<file path="config.mk">
export PLATFORM = sky130hd
export DESIGN_NAME = dpsc_ctrl
export DESIGN_NICKNAME = d
export VERILOG_FILES = /design/src/verilog/dpsc_pkg.sv /design/src/verilog/dpsc_reg_if.sv /design/src/verilog/dpsc_axil_slave.sv /design/src/verilog/dpsc_ctrl.sv
export SDC_FILE = /design/constraint.sdc
export NUM_CORES = 1
export LEC_CHECK = 0
export BUFFER_PORTS_ARGS = -buffer_cell sky130_fd_sc_hd__buf_2
export CORE_ASPECT_RATIO = 0.8
export CORE_MARGIN = 2
export CORE_UTILIZATION = 40
export DETAILED_ROUTE_END_ITERATION = 12
export SLEW_MARGIN = 20
export SYNTH_ARGS = -nofsm -noshare
export SYNTH_HDL_FRONTEND = slang
export SYNTH_SLANG_ARGS = --single-unit
</file>
<file path="constraint.sdc">
create_clock -name core_clk -period 5.8 [get_ports core_clk]
set_input_delay 0 -clock core_clk [delete_from_list [all_inputs] [get_ports core_clk]]
set_output_delay 0 -clock core_clk [all_outputs]
set_load 0.01 [all_outputs]
</file>
<file path="src/verilog/dpsc_pkg.sv">
`default_nettype none
package dpsc_pkg;

  // register map of the controller, byte addresses on the control bus
  localparam logic [7:0] OFS_CTRL = 8'h00;
  localparam logic [7:0] OFS_ADDR = 8'h04;
  localparam logic [7:0] OFS_WDATA = 8'h08;
  localparam logic [7:0] OFS_RDATA = 8'h0c;
  localparam logic [7:0] OFS_STATUS = 8'h10;

  // control word fields
  localparam int CTRL_START = 0;
  localparam int CTRL_WRITE = 1;
  localparam int CTRL_FLAG = 2;
  localparam int CTRL_LOWER = 4;
  localparam int CTRL_UPPER = 5;

  // status word fields
  localparam int STAT_BUSY = 0;
  localparam int STAT_DONE = 1;
  localparam int STAT_ERR = 2;

  // memory port shape
  localparam int DQ_W = 18;
  localparam int LANE_W = 9;
  localparam int MEM_ADDR_W = 18;
  localparam int FLAG_SEL_W = 3;

  // values after reset
  localparam logic [1:0] RST_LANES = 2'h3;
  localparam logic [17:0] RST_WORD = 18'h00000;

  // phase lengths in core_clk cycles
  localparam int SETUP_CYC = 1;
  localparam int STROBE_CYC = 2;
  localparam int SYNC_CYC = 3;
  localparam int HOLD_CYC = 1;

  localparam logic [1:0] RESP_OKAY = 2'h0;
  localparam logic [1:0] RESP_SLVERR = 2'h2;

  typedef enum logic [2:0] {
    ST_IDLE = 3'h0,
    ST_SETUP = 3'h1,
    ST_STROBE = 3'h2,
    ST_SAMPLE = 3'h3,
    ST_HOLD = 3'h4
  } dpsc_state_e;

  // aligned word inside the map
  function automatic logic addr_mapped(input logic [7:0] a);
    return (a[1:0] == 2'h0) && (a <= OFS_STATUS);
  endfunction

endpackage
`default_nettype wire

</file>
<file path="src/verilog/dpsc_reg_if.sv">
`timescale 1ns/1ns
`default_nettype none
interface dpsc_reg_if;
  logic wr_en;
  logic [7:0] wr_addr;
  logic [31:0] wr_data;
  logic [3:0] wr_strb;
  logic [7:0] rd_addr;
  logic [31:0] rd_data;

  modport bus_end (output wr_en, output wr_addr, output wr_data, output wr_strb, output rd_addr, input rd_data);
  modport regs_end (input wr_en, input wr_addr, input wr_data, input wr_strb, input rd_addr, output rd_data);
endinterface
`default_nettype wire

</file>
<file path="src/verilog/dpsc_axil_slave.sv">
`timescale 1ns/1ns
`default_nettype none
module dpsc_axil_slave (
  // clock and reset
  input wire logic core_clk,
  input wire logic sys_rst,
  // write channels
  input wire logic [7:0] s_axi_awaddr,
  input wire logic s_axi_awvalid,
  output logic s_axi_awready,
  input wire logic [31:0] s_axi_wdata,
  input wire logic [3:0] s_axi_wstrb,
  input wire logic s_axi_wvalid,
  output logic s_axi_wready,
  output logic [1:0] s_axi_bresp,
  output logic s_axi_bvalid,
  input wire logic s_axi_bready,
  // read channels
  input wire logic [7:0] s_axi_araddr,
  input wire logic s_axi_arvalid,
  output logic s_axi_arready,
  output logic [31:0] s_axi_rdata,
  output logic [1:0] s_axi_rresp,
  output logic s_axi_rvalid,
  input wire logic s_axi_rready,
  // register side
  dpsc_reg_if.bus_end regs
);

  logic [7:0] aw_addr;
  logic [31:0] w_data;
  logic [3:0] w_strb;
  logic [7:0] ar_addr;
  logic rd_pend;

  // the write fires once, in the cycle both halves are held and no answer is out yet
  assign regs.wr_en = !s_axi_awready && !s_axi_wready && !s_axi_bvalid && dpsc_pkg::addr_mapped(aw_addr);
  assign regs.wr_addr = aw_addr;
  assign regs.wr_data = w_data;
  assign regs.wr_strb = w_strb;
  assign regs.rd_addr = ar_addr;

  // write path: address and data taken in either order, one write at a time
  always_ff @(posedge core_clk or posedge sys_rst) begin
    if (sys_rst) begin
      s_axi_awready <= 1'b1;
      s_axi_wready <= 1'b1;
      s_axi_bvalid <= 1'b0;
      s_axi_bresp <= dpsc_pkg::RESP_OKAY;
      aw_addr <= 8'h00;
      w_data <= 32'h00000000;
      w_strb <= 4'h0;
    end else begin
      if (s_axi_awvalid && s_axi_awready) begin
        aw_addr <= s_axi_awaddr;
        s_axi_awready <= 1'b0;
      end
      if (s_axi_wvalid && s_axi_wready) begin
        w_data <= s_axi_wdata;
        w_strb <= s_axi_wstrb;
        s_axi_wready <= 1'b0;
      end
      if (!s_axi_awready && !s_axi_wready && !s_axi_bvalid) begin
        s_axi_bvalid <= 1'b1;
        s_axi_bresp <= dpsc_pkg::addr_mapped(aw_addr) ? dpsc_pkg::RESP_OKAY : dpsc_pkg::RESP_SLVERR;
      end
      if (s_axi_bvalid && s_axi_bready) begin
        s_axi_bvalid <= 1'b0;
        s_axi_awready <= 1'b1;
        s_axi_wready <= 1'b1;
      end
    end
  end

  // read path: the address is registered so the register mux settles for a full cycle
  always_ff @(posedge core_clk or posedge sys_rst) begin
    if (sys_rst) begin
      s_axi_arready <= 1'b1;
      s_axi_rvalid <= 1'b0;
      s_axi_rdata <= 32'h00000000;
      s_axi_rresp <= dpsc_pkg::RESP_OKAY;
      ar_addr <= 8'h00;
      rd_pend <= 1'b0;
    end else begin
      rd_pend <= 1'b0;
      if (s_axi_arvalid && s_axi_arready) begin
        ar_addr <= s_axi_araddr;
        s_axi_arready <= 1'b0;
        rd_pend <= 1'b1;
      end
      if (rd_pend) begin
        s_axi_rvalid <= 1'b1;
        s_axi_rdata <= dpsc_pkg::addr_mapped(ar_addr) ? regs.rd_data : 32'h00000000;
        s_axi_rresp <= dpsc_pkg::addr_mapped(ar_addr) ? dpsc_pkg::RESP_OKAY : dpsc_pkg::RESP_SLVERR;
      end
      if (s_axi_rvalid && s_axi_rready) begin
        s_axi_rvalid <= 1'b0;
        s_axi_arready <= 1'b1;
      end
    end
  end

endmodule
`default_nettype wire

</file>
<file path="src/verilog/dpsc_ctrl.sv">
// Added by the designer: the register addresses and the AXI4-Lite interface to the registers.
`timescale 1ns/1ns
`default_nettype none
// Behaviour
// - lower-lane write: lower select only, upper data lines left undriven
// - upper-lane write: upper select only, lower data lines left undriven
// - flag write: chip off, flag access on, strobe and lower select, bit 0 driven
// - flag read: chip off, flag access on, strobe high, output enable on
// - flag read needs at least one lane select active to see data
module dpsc_ctrl #(
  parameter int SETUP_CYC = dpsc_pkg::SETUP_CYC,
  parameter int STROBE_CYC = dpsc_pkg::STROBE_CYC,
  parameter int SYNC_CYC = dpsc_pkg::SYNC_CYC,
  parameter int HOLD_CYC = dpsc_pkg::HOLD_CYC
) (
  // clock and reset
  input wire logic core_clk,
  input wire logic sys_rst,
  // control bus, write channels
  input wire logic [7:0] s_axi_awaddr,
  input wire logic s_axi_awvalid,
  output logic s_axi_awready,
  input wire logic [31:0] s_axi_wdata,
  input wire logic [3:0] s_axi_wstrb,
  input wire logic s_axi_wvalid,
  output logic s_axi_wready,
  output logic [1:0] s_axi_bresp,
  output logic s_axi_bvalid,
  input wire logic s_axi_bready,
  // control bus, read channels
  input wire logic [7:0] s_axi_araddr,
  input wire logic s_axi_arvalid,
  output logic s_axi_arready,
  output logic [31:0] s_axi_rdata,
  output logic [1:0] s_axi_rresp,
  output logic s_axi_rvalid,
  input wire logic s_axi_rready,
  // memory port controls
  output logic chip_select_active_low_n,
  output logic chip_select_active_high,
  output logic flag_access_select_n,
  output logic read_not_write,
  output logic output_enable_n,
  output logic upper_lane_select_n,
  output logic lower_lane_select_n,
  output logic [17:0] mem_addr,
  // memory port data lines
  input wire logic [17:0] dq_in,
  output logic [17:0] dq_out,
  output logic [17:0] dq_oe
);

  dpsc_reg_if regs();

  dpsc_axil_slave u_slave (
    .core_clk(core_clk),
    .sys_rst(sys_rst),
    .s_axi_awaddr(s_axi_awaddr),
    .s_axi_awvalid(s_axi_awvalid),
    .s_axi_awready(s_axi_awready),
    .s_axi_wdata(s_axi_wdata),
    .s_axi_wstrb(s_axi_wstrb),
    .s_axi_wvalid(s_axi_wvalid),
    .s_axi_wready(s_axi_wready),
    .s_axi_bresp(s_axi_bresp),
    .s_axi_bvalid(s_axi_bvalid),
    .s_axi_bready(s_axi_bready),
    .s_axi_araddr(s_axi_araddr),
    .s_axi_arvalid(s_axi_arvalid),
    .s_axi_arready(s_axi_arready),
    .s_axi_rdata(s_axi_rdata),
    .s_axi_rresp(s_axi_rresp),
    .s_axi_rvalid(s_axi_rvalid),
    .s_axi_rready(s_axi_rready),
    .regs(regs.bus_end)
  );

  // byte-enable merge, shared by the control, address and write data registers
  function automatic logic [31:0] merge_bytes(input logic [31:0] old_v, input logic [31:0] new_v,
                                              input logic [3:0] strb);
    logic [31:0] res;
    res = old_v;
    for (int i = 0; i < 4; i++) begin
      if (strb[i]) begin
        res[i*8 +: 8] = new_v[i*8 +: 8];
      end
    end
    return res;
  endfunction

  logic op_write;
  logic op_flag;
  logic lane_upper;
  logic lane_lower;
  logic [17:0] addr_word;
  logic [17:0] wr_word;
  logic [17:0] rd_word;
  logic busy;
  logic done;
  logic err;
  dpsc_pkg::dpsc_state_e state;
  logic [7:0] cnt;
  logic [17:0] dq_s1;
  logic [17:0] dq_s2;
  logic [17:0] dq_s3;
  logic wr_ctrl;
  logic wr_addr_reg;
  logic wr_wdata_reg;
  logic wr_status;
  logic [31:0] ctrl_new;
  logic start_req;
  logic req_ok;
  logic eff_lower;
  logic eff_upper;
  logic phase_end;
  logic capture;
  logic finish;
  logic flag_bit;

  // register write decode and the control word as it will be after this write
  always_comb begin
    wr_ctrl = regs.wr_en && (regs.wr_addr == dpsc_pkg::OFS_CTRL);
    wr_addr_reg = regs.wr_en && (regs.wr_addr == dpsc_pkg::OFS_ADDR);
    wr_wdata_reg = regs.wr_en && (regs.wr_addr == dpsc_pkg::OFS_WDATA);
    wr_status = regs.wr_en && (regs.wr_addr == dpsc_pkg::OFS_STATUS);
    ctrl_new = merge_bytes({26'h0000000, lane_upper, lane_lower, 1'b0, op_flag, op_write, 1'b0},
                           regs.wr_data, regs.wr_strb);
    start_req = wr_ctrl && ctrl_new[dpsc_pkg::CTRL_START] && !busy;
  end

  // lanes actually selected for the request being started
  always_comb begin
    if (ctrl_new[dpsc_pkg::CTRL_FLAG] && ctrl_new[dpsc_pkg::CTRL_WRITE]) begin
      eff_lower = 1'b1;
      eff_upper = 1'b0;
    end else begin
      eff_lower = ctrl_new[dpsc_pkg::CTRL_LOWER];
      eff_upper = ctrl_new[dpsc_pkg::CTRL_UPPER];
    end
    // a request with no lane would move nothing, so it is refused
    req_ok = eff_lower || eff_upper;
  end

  // phase timing and the end-of-transfer events
  always_comb begin
    phase_end = 1'b0;
    case (state)
      dpsc_pkg::ST_SETUP: phase_end = (cnt == 8'(SETUP_CYC - 1));
      dpsc_pkg::ST_STROBE: phase_end = (cnt == 8'(STROBE_CYC - 1));
      dpsc_pkg::ST_SAMPLE: phase_end = (cnt >= 8'(SYNC_CYC - 1)) && (dq_s2 == dq_s3);
      dpsc_pkg::ST_HOLD: phase_end = (cnt == 8'(HOLD_CYC - 1));
      default: phase_end = 1'b0;
    endcase
    capture = (state == dpsc_pkg::ST_SAMPLE) && phase_end;
    finish = (state == dpsc_pkg::ST_HOLD) && phase_end;
    // the flag value is the same on every line, take it from whichever lane is on
    flag_bit = lane_lower ? dq_s3[0] : dq_s3[dpsc_pkg::LANE_W];
  end

  // three-stage synchroniser on the data lines; only stages two and three are compared
  always_ff @(posedge core_clk or posedge sys_rst) begin
    if (sys_rst) begin
      dq_s1 <= dpsc_pkg::RST_WORD;
      dq_s2 <= dpsc_pkg::RST_WORD;
      dq_s3 <= dpsc_pkg::RST_WORD;
    end else begin
      dq_s1 <= dq_in;
      dq_s2 <= dq_s1;
      dq_s3 <= dq_s2;
    end
  end

  // software registers: request shape, address, write data
  always_ff @(posedge core_clk or posedge sys_rst) begin
    if (sys_rst) begin
      op_write <= 1'b0;
      op_flag <= 1'b0;
      lane_lower <= dpsc_pkg::RST_LANES[0];
      lane_upper <= dpsc_pkg::RST_LANES[1];
      addr_word <= dpsc_pkg::RST_WORD;
      wr_word <= dpsc_pkg::RST_WORD;
    end else begin
      // the request shape is frozen while a transfer is on the pins
      if (wr_ctrl && !busy) begin
        op_write <= ctrl_new[dpsc_pkg::CTRL_WRITE];
        op_flag <= ctrl_new[dpsc_pkg::CTRL_FLAG];
        lane_lower <= eff_lower;
        lane_upper <= eff_upper;
      end
      if (wr_addr_reg && !busy) begin
        addr_word <= 18'(merge_bytes({14'h0000, addr_word}, regs.wr_data, regs.wr_strb));
      end
      if (wr_wdata_reg && !busy) begin
        wr_word <= 18'(merge_bytes({14'h0000, wr_word}, regs.wr_data, regs.wr_strb));
      end
    end
  end

  // read data capture, masked to the lanes that were driven
  always_ff @(posedge core_clk or posedge sys_rst) begin
    if (sys_rst) begin
      rd_word <= dpsc_pkg::RST_WORD;
    end else if (capture) begin
      if (op_flag) begin
        rd_word <= {17'h00000, flag_bit};
      end else begin
        rd_word <= dq_s3 & {{9{lane_upper}}, {9{lane_lower}}};
      end
    end
  end

  // status: busy, sticky done and error; a hardware set beats a write-one clear
  always_ff @(posedge core_clk or posedge sys_rst) begin
    if (sys_rst) begin
      busy <= 1'b0;
      done <= 1'b0;
      err <= 1'b0;
    end else begin
      if (start_req && req_ok) begin
        busy <= 1'b1;
      end else if (finish) begin
        busy <= 1'b0;
      end
      if (finish || (start_req && !req_ok)) begin
        done <= 1'b1;
      end else if (wr_status && regs.wr_strb[0] && regs.wr_data[dpsc_pkg::STAT_DONE]) begin
        done <= 1'b0;
      end
      if (start_req && !req_ok) begin
        err <= 1'b1;
      end else if (wr_status && regs.wr_strb[0] && regs.wr_data[dpsc_pkg::STAT_ERR]) begin
        err <= 1'b0;
      end
    end
  end

  // register read mux; reserved bits read as zero
  always_comb begin
    regs.rd_data = 32'h00000000;
    case (regs.rd_addr)
      dpsc_pkg::OFS_CTRL: regs.rd_data = {26'h0000000, lane_upper, lane_lower, 1'b0, op_flag, op_write, 1'b0};
      dpsc_pkg::OFS_ADDR: regs.rd_data = {14'h0000, addr_word};
      dpsc_pkg::OFS_WDATA: regs.rd_data = {14'h0000, wr_word};
      dpsc_pkg::OFS_RDATA: regs.rd_data = {14'h0000, rd_word};
      dpsc_pkg::OFS_STATUS: regs.rd_data = {29'h00000000, err, done, busy};
      default: regs.rd_data = 32'h00000000;
    endcase
  end

  // transfer sequencer; every pin is a flip-flop so nothing glitches at the memory
  always_ff @(posedge core_clk or posedge sys_rst) begin
    if (sys_rst) begin
      state <= dpsc_pkg::ST_IDLE;
      cnt <= 8'h00;
      chip_select_active_low_n <= 1'b1;
      chip_select_active_high <= 1'b0;
      flag_access_select_n <= 1'b1;
      read_not_write <= 1'b1;
      output_enable_n <= 1'b1;
      upper_lane_select_n <= 1'b1;
      lower_lane_select_n <= 1'b1;
      mem_addr <= dpsc_pkg::RST_WORD;
      dq_out <= dpsc_pkg::RST_WORD;
      dq_oe <= dpsc_pkg::RST_WORD;
    end else begin
      cnt <= phase_end ? 8'h00 : cnt + 8'h01;
      case (state)
        dpsc_pkg::ST_IDLE: begin
          cnt <= 8'h00;
          if (start_req && req_ok) begin
            state <= dpsc_pkg::ST_SETUP;
            if (ctrl_new[dpsc_pkg::CTRL_FLAG]) begin
              // chip enable held off for the whole flag access, never both at once
              chip_select_active_low_n <= 1'b1;
              chip_select_active_high <= 1'b0;
              flag_access_select_n <= 1'b0;
              mem_addr <= {15'h0000, addr_word[dpsc_pkg::FLAG_SEL_W-1:0]};
              dq_out <= {17'h00000, wr_word[0]};
            end else begin
              chip_select_active_low_n <= 1'b0;
              chip_select_active_high <= 1'b1;
              flag_access_select_n <= 1'b1;
              mem_addr <= addr_word;
              dq_out <= wr_word;
            end
            lower_lane_select_n <= !eff_lower;
            upper_lane_select_n <= !eff_upper;
            // only selected lanes are driven; reads leave the lines to the memory
            if (ctrl_new[dpsc_pkg::CTRL_WRITE]) begin
              dq_oe <= {{9{eff_upper}}, {9{eff_lower}}};
            end else begin
              dq_oe <= dpsc_pkg::RST_WORD;
            end
          end
        end
        dpsc_pkg::ST_SETUP: begin
          if (phase_end) begin
            state <= dpsc_pkg::ST_STROBE;
            if (op_write) begin
              read_not_write <= 1'b0;
            end else begin
              output_enable_n <= 1'b0;
            end
          end
        end
        dpsc_pkg::ST_STROBE: begin
          if (phase_end) begin
            if (op_write) begin
              // strobe ends while data is still driven, giving hold time
              read_not_write <= 1'b1;
              state <= dpsc_pkg::ST_HOLD;
            end else begin
              state <= dpsc_pkg::ST_SAMPLE;
            end
          end
        end
        dpsc_pkg::ST_SAMPLE: begin
          // waits for stable lines; a line that never settles stalls here
          if (phase_end) begin
            output_enable_n <= 1'b1;
            state <= dpsc_pkg::ST_HOLD;
          end
        end
        dpsc_pkg::ST_HOLD: begin
          if (phase_end) begin
            chip_select_active_low_n <= 1'b1;
            chip_select_active_high <= 1'b0;
            flag_access_select_n <= 1'b1;
            upper_lane_select_n <= 1'b1;
            lower_lane_select_n <= 1'b1;
            dq_oe <= dpsc_pkg::RST_WORD;
            state <= dpsc_pkg::ST_IDLE;
          end
        end
        default: begin
          state <= dpsc_pkg::ST_IDLE;
        end
      endcase
    end
  end

endmodule
`default_nettype wire

</file>
# == Word-level counts from Yosys, hierarchy flattened ==
# Index checks and enable logic that the tools add are counted.
# word_totals
reg_bits,266
out_inout_bits,102
elab_cells,197
# op_classes
addsub,1
order_cmp,3
eq_ne,21
mux,63
n_bitwise,1
n_reduce_logical,66
# op_table
operator,count
18-bit two-way mux,7
18-bit case mux with 5 select lines,1
18-bit case mux with 2 select lines,1
1-bit two-way mux,34
1-bit logical AND,28
"8-bit by 4-bit equality test with 1-bit output, second input constant",3
8-bit zero test,3
2-bit nonzero test,11
18-bit bitwise AND,1
18-bit equality test,1
3-bit two-way mux,6
"8-bit by 3-bit equality test with 1-bit output, second input constant",2
"8-bit by 5-bit equality test with 1-bit output, second input constant",2
"8-bit by 5-bit less-or-equal comparator with 1-bit output, second input constant",2
8-bit two-way mux,2
"2-bit != test, second input constant",8
3-bit case mux with 5 select lines,1
1-bit case mux with 2 select lines,7
2-bit AND reduction,7
5-bit AND reduction,2
"8-bit by 1-bit adder with 8-bit output, second input constant",1
"8-bit by 1-bit equality test with 1-bit output, second input constant",1
"8-bit by 2-bit greater-or-equal comparator with 1-bit output, second input constant",1
1-bit zero test,7
12 further kinds,16

# == Logic depth before layout (Yosys ltp) ==
# Gate-level depths: netlist of run 1.
# depth
ltp_word,10
depth_mapped,9
depth_no_buf,8

# == Cells and area by module ==
# Synthesis of run 1 repeated with hierarchy kept, for this count alone.
# hier_totals
cells_unflattened,791
area_unflattened_um2,10472.5
# modules_own_cells
mod,n_inst,cells_per_inst,area_per_inst_um2,seq_area_each_um2
dpsc_ctrl,1,575,7033.0,4289.1
dpsc_axil_slave,1,216,3439.5,2306.0

# == Least setup slack after synthesis of run 1 ==
# OpenSTA, ideal clock, no wires.
# synth_timing
path_kind,register to register
start,register u_slave.aw_addr[1] (netlist: u_slave.regs.wr_addr[1])
end,register state[2]
arrival_ps,1820
t_required_ps,5705
setup_slack_ps,3884
stages_incl_launch_ff,7
period_less_slack_ps,1916
path_cell_list,dfrtp_1 or4_4 nor2_2 o2111ai_4 buf_6 and3_4 o32ai_2
# synth_between
elab_chain_cells,9
# synth_rtl
item,line,text
"start, declared",dpsc_axil_slave.sv:30,logic [7:0] aw_addr;
"start signal, assigned",dpsc_axil_slave.sv:55,aw_addr <= s_axi_awaddr;
8-bit by 5-bit less-or-equal comparator with 1-bit output / 2-bit zero test (equally long branches),dpsc_pkg.sv:52,return (a[1:0] == 2'h0) && (a <= OFS_STATUS);
1-bit logical AND,dpsc_pkg.sv:52,
1-bit logical AND,dpsc_axil_slave.sv:37,assign regs.wr_en = !s_axi_awready && !s_axi_wready && !s_axi_bvalid && dpsc_pkg::addr_mapped(aw_addr);
1-bit logical AND *,dpsc_ctrl.sv:122,wr_ctrl = regs.wr_en && (regs.wr_addr == dpsc_pkg::OFS_CTRL);
1-bit logical AND * (2 in a row),dpsc_ctrl.sv:128,start_req = wr_ctrl && ctrl_new[dpsc_pkg::CTRL_START] && !busy;
1-bit logical AND *,dpsc_ctrl.sv:270,if (start_req && req_ok) begin
2-bit != test (no source line) *,-,
5-bit AND reduction (no source line) *,-,
"end signal, assigned",dpsc_ctrl.sv:271,state <= dpsc_pkg::ST_SETUP;
"end signal, assigned",dpsc_ctrl.sv:298,state <= dpsc_pkg::ST_STROBE;
"end signal, assigned",dpsc_ctrl.sv:311,state <= dpsc_pkg::ST_HOLD;
"end, declared",dpsc_ctrl.sv:101,dpsc_pkg::dpsc_state_e state;
# Every way passes the cells marked *; elsewhere a longest branch is shown, timed or not.
# A chain may end at the register's enable or synchronous reset.

# == Worst setup path after layout of run 1 ==
# layout_timing
start,register u_slave.s_axi_awready
end,register mem_addr[10]
# layout_between
elab_chain_cells,9
# layout_rtl
item,line,text
"start, declared",dpsc_axil_slave.sv:10,"output logic s_axi_awready,"
"start signal, assigned",dpsc_axil_slave.sv:46,s_axi_awready <= 1'b1;
"start signal, assigned",dpsc_axil_slave.sv:56,s_axi_awready <= 1'b0;
"start signal, assigned",dpsc_axil_slave.sv:69,s_axi_awready <= 1'b1;
1-bit zero test,dpsc_axil_slave.sv:37,
1-bit logical AND (3 in a row),dpsc_axil_slave.sv:37,
1-bit logical AND,dpsc_ctrl.sv:122,
1-bit logical AND (2 in a row),dpsc_ctrl.sv:128,
1-bit logical AND,dpsc_ctrl.sv:270,
2-bit AND reduction (no source line),-,
"end signal, assigned",dpsc_ctrl.sv:262,mem_addr <= dpsc_pkg::RST_WORD;
"end signal, assigned",dpsc_ctrl.sv:277,"mem_addr <= {15'h0000, addr_word[dpsc_pkg::FLAG_SEL_W-1:0]};"
"end signal, assigned",dpsc_ctrl.sv:283,mem_addr <= addr_word;
"end, declared",dpsc_ctrl.sv:46,"output logic [17:0] mem_addr,"
# No other way between the ends.

==> flow_metrics.tcl, run 1 <==
set metrics [dict create \
    setup_viol 0 \
    drv_slew 0 \
    io_pins 179 \
    grt_max_degree 177 \
    drt-total-wl_mm 22.41 \
    diodes 0 \
    path_class "flip-flop to flip-flop" \
    syn_avg_cell_area_um2 11.67 \
    cts_resized 0 \
    final_hold_viol_count 0 \
    leakagePower_nw 5.711 \
    hold-worst-slack_ns 0.1024 \
    yosys.area_share.xor_xnor_pct 2.181 \
    clk_pin_slew_ns 0.06 \
    clock_skew_ns 0.02142 \
    min_to "dq_s1[14]$_DFF_PP0_" \
    synth_flop_cell "dfrtp_1" \
    rows 50 \
    synth.most_common_cell "dfrtp_1" \
    total_power_w 0.004463 \
    synth_cell_types 59 \
    route.detailed.drc 0 \
    cts_tree "yes" \
    vias 6571 \
    yosys.area.top_type "dfrtp_1" \
    min_from "dq_in[14]" \
    synth_async_sr_flop_share_pct 100.0 \
    r2r-end "mem_addr[10]$_DFFE_PP0P_" \
    cts-htree-levels 1 \
    synth_edf_count 0 \
    grt_antenna_before_repair 0 \
    p_per_area_nw_per_um2 374.2 \
    syn-cell-area_um2 9638 \
    final_cells 1346 \
    crit_path_cell_trace "nor4_1 -> and3_1 -> o2111ai_4 -> buf_4 -> nand2_1 -> o21ai_0" \
    synthMuxAreaShare_pct 11.39 \
    ff2ff_setup_slack_ns 2.91 \
    finalCriticalPeriod_ns 2.895 \
    postCtsSetupRepairBufs 0 \
    r2r_cells 6 \
    endpoint_kind "flip-flop" \
    cp-start-kind "flip-flop" \
    tns_ns 0 \
    min_path_cells 2 \
    grt_usage_pct 18.01 \
    nets 1097 \
    vdd_drop_max_v 0.0002095 \
    drive_gt1_share_pct 29.98 \
    synthCells 826 \
    dpl.hpwl_mm 15.32 \
    grt_pass1_vias 6372 \
    grt_pass1_wl_mm 35.62 \
    rsz0062_at_grt "false" \
    synth_top_family_by_area "simple AND/OR/NAND/NOR gates" \
    die_w_um 177.5 \
    clkLatencyLatePin_ns 0.53 \
    synthTopCellsByCount "223 x dfrtp_1, 147 x nand2_1, 87 x mux2_2, 77 x o21ai_0, 32 x buf_4" \
    syn_to_final_growth_pct 23.77 \
    synth_compound_area_share_pct 7.607 \
    postRouteAntennaNets 0 \
    cts_root_buf "clkbuf_16" \
    die_area_um2 25360 \
    dp.cells 1238 \
    cts.sinks 234 \
    place.gp.congestion 0.7721 \
    slowest_delay_ns 0.76 \
    crit_fanout 56 \
    hold_path.class "primary input to flip-flop" \
    firstDrtPassIters 4 \
    synth_warnings 0 \
    die_y_um 142.8 \
    postCtsHoldBufs 64 \
    synth.ff_latch_count 234 \
    fmax_ghz 0.3455 \
    worst_pin_slew_ns 1.069 \
    synthAdderAreaFrac_pct 0.5193 \
    relSlewSlack_pct 28.73 \
    seq_area_frac_synth_pct 60.90 \
    cap_violations 0 \
    grt_overflow 0 \
    synth_top_area_share_pct 57.90 \
    fillers 2180 \
    ys_top_cells_by_area "dfrtp_1 58%, mux2_2 10%, nand2_1 5.7%" \
    drt-wirelength-per-cell_um 16.65 \
    port_buffers 147 \
    cts_buffers 24 \
    clockBufferDepth 3 \
    crit_required_ns 6.18 \
    reg2reg_from "u_slave.s_axi_awready$_DFFE_PP1P_" \
    cp_slowest_cell "nor4_1" \
    core_um2 23520 \
    via_per_inst 4.882 \
    synthSimpleGateAreaFrac_pct 11.97 \
    critPathArrivalTime_ns 3.28 \
    status "completed" \
    initial_core_util_pct 40.97 \
    period_share_pct 49.91 \
    drt_iter0_markers 481 \
]
-- layout make-up --
class	count	area (um2)	share of cell area [%]
flip-flops and latches	234	5869	49.20
multi-input cells	506	3326	27.88
repair buffers	219	1449	12.15
clock buffers	37	719.4	6.031
well taps	312	390.4	3.273
inverters	31	120.1	1.007
clock inverters	7	55.05	0.4615
-- worst max-delay path: cells and delay by family (launching register included) --
kind,cells,cell delay [ns]
AO/OA/AOI/OAI,2,0.48
buffers and inverters,1,0.42
flip-flops,1,0.39
AND/OR/NAND/NOR,3,1.42
-- where the power goes --
part           total, W  internal, W  switching, W  leakage (nW)
Sequential      0.00215      0.00187      0.000276          2.99
Clock           0.00150     0.000858      0.000638         0.376
Combinational  0.000822     0.000383      0.000439          2.34
-- cells by family after synthesis --
logic type | after synthesis
adders and majority gates | 4
xor gates and xnor gates | 24
muxes | 96
buffers and inverters | 101
and+or+nand+nor | 249
AOI/OAI and AO/OA | 117
other | 1
DFF | 234
-- layer usage --
metal	up-vias	GRT usage, %	share of wire, %
met5	-	0	0
met4	0	3.624	1.7
met3	33	2.822	5.2
met2	162	25.91	43
met1	3227	28.59	50
li1	3149	-	-
-- how the worst max path moves through the flow --
stage,slack (ns),from,to,cells past startpoint
detailed placement,2.99,u_slave.s_axi_awready$_DFFE_PP1P_,mem_addr[7]$_DFFE_PP0P_,6
CTS,2.97,u_slave.s_axi_bvalid$_DFFE_PP0P_,dq_out[11]$_DFFE_PP0P_,6
finish,2.91,u_slave.s_axi_awready$_DFFE_PP1P_,mem_addr[10]$_DFFE_PP0P_,6
floorplan,2.75,sys_rst,addr_word[0]$_DFFE_PP0P_,1
global route,2.81,u_slave.s_axi_awready$_DFFE_PP1P_,dq_out[12]$_DFFE_PP0P_,6
global placement,3.05,u_slave.s_axi_bvalid$_DFFE_PP0P_,mem_addr[17]$_DFFE_PP0P_,6
-- cell usage in the layout, fill, tap and decap left out, types with 19 or more instances in the layout --
cell type,n
dfrtp_1,223
nor2_1,26
nand3_1,28
nand2_1,147
xor2_1,19
mux2_2,87
clkbuf_16,24
inv_1,30
buf_2,147
o21ai_0,77
dlygate4sd3_1,64
-- through the flow --
step	setup WS [ns]	util (%)	cell area [um2]
floorplan	2.745	-	9698
global placement	3.055	44.66	10510
detailed placement	2.994	44.66	10510
CTS	2.975	50.68	11920
global route	2.812	50.71	11930
finish	2.905	50.71	11930
Power figures use the tool's default switching activity.
==> run 2, diff against run 1 <==
--- a/config.mk
+++ b/config.mk
@@ -5,6 +5,7 @@
 export SDC_FILE = /design/constraint.sdc
 export NUM_CORES = 1
 export LEC_CHECK = 0
+export ABC_AREA = 1
 export BUFFER_PORTS_ARGS = -buffer_cell sky130_fd_sc_hd__buf_2
 export CORE_ASPECT_RATIO = 0.8
 export CORE_MARGIN = 2
==> constraint.sdc (replaced) <==
create_clock -name core_clk -period 3 [get_ports core_clk]
set_input_delay 0 -clock core_clk [delete_from_list [all_inputs] [get_ports core_clk]]
set_output_delay 0 -clock core_clk [all_outputs]
set_load 0.01 [all_outputs]
==> run 2 against run 1 <==
Net effect:
- register-to-register slack got worse by 2.0 ns
- sequential share of layout area shrank 1.0 points
- critical endpoint is now dq_out[13]$_DFFE_PP0P_
- largest power group unchanged
- cell count is 19% higher
- sequential power increased by 81%
- wire length increased by 7.0%
- critical path type unchanged
- setup slack lost 2.0 ns
- non-clock buffer count rose by 4
==> flow_metrics.tcl, run 2 <==
set metrics [dict create \
    status "completed" \
    dpl.hpwl_mm 16.84 \
    synth_warnings 0 \
    synth_top_area_share_pct 57.03 \
    port_buffers 147 \
    yosys.area_share.xor_xnor_pct 0.7161 \
    synth.ff_latch_count 234 \
    p_per_area_nw_per_um2 721.4 \
    synth_compound_area_share_pct 10.65 \
    final_util_pct 50.35 \
    path_class "flip-flop to flip-flop" \
    grt_antenna_before_repair 0 \
    drive_gt1_share_pct 20.31 \
    synthCells 1056 \
    ys_top_cells_by_area "dfrtp_1 57%, nand2_1 11%, inv_1 4.5%" \
    cap_violations 0 \
    firstDrtPassIters 5 \
    final_common_cell "nand2_1" \
    grt_overflow 0 \
    synth_cell_types 45 \
    clk_pin_slew_ns 0.06 \
    layout_common_cells "285 x nand2_1, 223 x dfrtp_1, 147 x buf_2, 116 x inv_1, 81 x nor2_1" \
    initial_core_util_pct 40.46 \
    die_area_um2 25740 \
    nets 1343 \
    seqPwrFrac_pct 44.3 \
    setup_viol 0 \
    vias 7501 \
    drt_iter0_markers 407 \
    synth_top_family_by_area "simple AND/OR/NAND/NOR gates" \
    clkLatencyLatePin_ns 0.51 \
    diodes 0 \
    drv_slew 0 \
    cts_tree "yes" \
    crit_fanout 25 \
    die_w_um 178.9 \
    clockBufferDepth 3 \
    syn_to_final_growth_pct 24.46 \
    p_int_w 0.006057 \
    critPathArrivalTime_ns 2.48 \
    synth_edf_count 0 \
    cts_resized 0 \
    cts.sinks 234 \
    worst_pin_slew_ns 0.9090 \
    route.detailed.drc 0 \
    hold-worst-slack_ns 0.1240 \
    clock_skew_ns 0.009817 \
    yosys.area.top_type "dfrtp_1" \
    die_y_um 143.9 \
    p_sw_w 0.002729 \
    place.gp.congestion 0.8305 \
    finalCriticalPeriod_ns 2.066 \
    pwr-share-clk_pct 35.0 \
    rows 51 \
    syn_avg_cell_area_um2 9.266 \
    postCtsHoldBufs 64 \
    seq_area_frac_synth_pct 59.99 \
    drt-wirelength-per-cell_um 15.00 \
    synthMuxAreaShare_pct 0.8056 \
    final_hold_viol_count 0 \
    endpoint_kind "flip-flop" \
    via_per_inst 4.694 \
    postCtsSetupRepairBufs 0 \
    fmax_ghz 0.4841 \
    design_area_um2 12180 \
    synth.most_common_cell "nand2_1" \
    syn-cell-area_um2 9784 \
    grt_usage_pct 18.85 \
    synthSimpleGateAreaFrac_pct 18.47 \
    postRouteAntennaNets 0 \
    grt_max_degree 73 \
    grt_pass1_wl_mm 37.79 \
    relSlewSlack_pct 39.27 \
    cts-htree-levels 1 \
    synth_async_sr_flop_share_pct 100.0 \
    total_power_w 0.008785 \
    synthTopCellsByCount "285 x nand2_1, 223 x dfrtp_1, 117 x inv_1, 81 x nor2_1, 66 x o21ai_1" \
    crit_required_ns 3.42 \
    cts_root_buf "clkbuf_16" \
    grt_pass1_vias 7125 \
    dp.cells 1489 \
    synth_flop_cell "dfrtp_1" \
    period_share_pct 68.86 \
    p_sw_share_pct 31.06 \
    io_pins 179 \
    leakagePower_nw 6.022 \
    place_area_um2 10700 \
    hold_path.class "primary input to flip-flop" \
    cp-start-kind "flip-flop" \
    synthAdderAreaFrac_pct 0.5115 \
    power_frac_comb_pct 20.8 \
    vdd_drop_max_v 0.0004896 \
    cts_buffers 25 \
    rsz0062_at_grt "false" \
    core_um2 24180 \
    final_cells 1598 \
    drt-total-wl_mm 23.98 \
]
## run 2: layer usage
metal	GRT usage (%)	up-vias	routed length, um
met5	0	-	0
met4	4.792	0	566
met3	3.677	38	1474
met2	27.87	218	10080
met1	28.34	3543	11850
li1	-	3702	-
## run 2: critical path, stage by stage, from the launching register on
cell and delay (ns):
dfrtp_1 0.65, nand2_1 0.13, o21ai_2 0.12, nand2_1 0.10, nand2_2 0.11, nor2_2 0.05, inv_2 0.08, nand4_4 0.41
o21ai_1 0.30
## run 2: final timing paths
check                                                    start                                to  slack [ns]  cells past startpoint
max in group asynchronous                              sys_rst  flag_access_select_n$_DFFE_PP1P_        1.89                      4
min reg2reg                                 dq_s1[2]$_DFF_PP0_                dq_s2[2]$_DFF_PP0_        0.34                      0
max reg2reg                u_slave.regs.wr_strb[0]$_DFFE_PP0P_            dq_out[13]$_DFFE_PP0P_        0.93                      8
max                        u_slave.regs.wr_strb[0]$_DFFE_PP0P_            dq_out[13]$_DFFE_PP0P_        0.93                      8
min in group asynchronous                              sys_rst          mem_addr[15]$_DFFE_PP0P_        0.22                      3
min                                                   dq_in[8]                dq_s1[8]$_DFF_PP0_        0.12                      2
## run 2: through the flow
| step | TNS (ns) | setup WS, ns |
|---|---|---|
| after floorplan | -12.25 | -0.05492 |
| after global placement | 0 | 0.9987 |
| after detailed placement | 0 | 0.9239 |
| after CTS | 0 | 0.8993 |
| after global routing | 0 | 0.7249 |
| final | 0 | 0.9342 |
## run 2: cells by family (layout without fill, tap and decap cells)
| family | after synthesis | after routing |
|---|---|---|
| xor gates and xnor gates | 8 | 8 |
| other | 1 | 16 |
| AOI/OAI and AO/OA | 190 | 190 |
| DFF | 234 | 234 |
| adders and majority gates | 4 | 4 |
| muxes | 7 | 7 |
| and+or+nand+nor | 430 | 430 |
| buffers and inverters | 182 | 391 |
## run 2: final cells by class
cell class                 count  area, um2
fill                        2260      12010
clock buffer                  38      764.5
inverter                     123      465.4
clock inverter                 7      68.82
tap                          318      397.9
timing repair buffer         223       1504
sequential                   234       5869
multi-input combinational    655       3108
## run 2: power by group through the flow
stage               Clock [W]  Combinational [W]  Sequential (W)
finish                0.00307            0.00182         0.00389
CTS                   0.00314            0.00183         0.00389
detailed placement          0            0.00174         0.00394
global placement            0            0.00171         0.00393
global route          0.00328            0.00205         0.00394
floorplan                   0            0.00133         0.00390
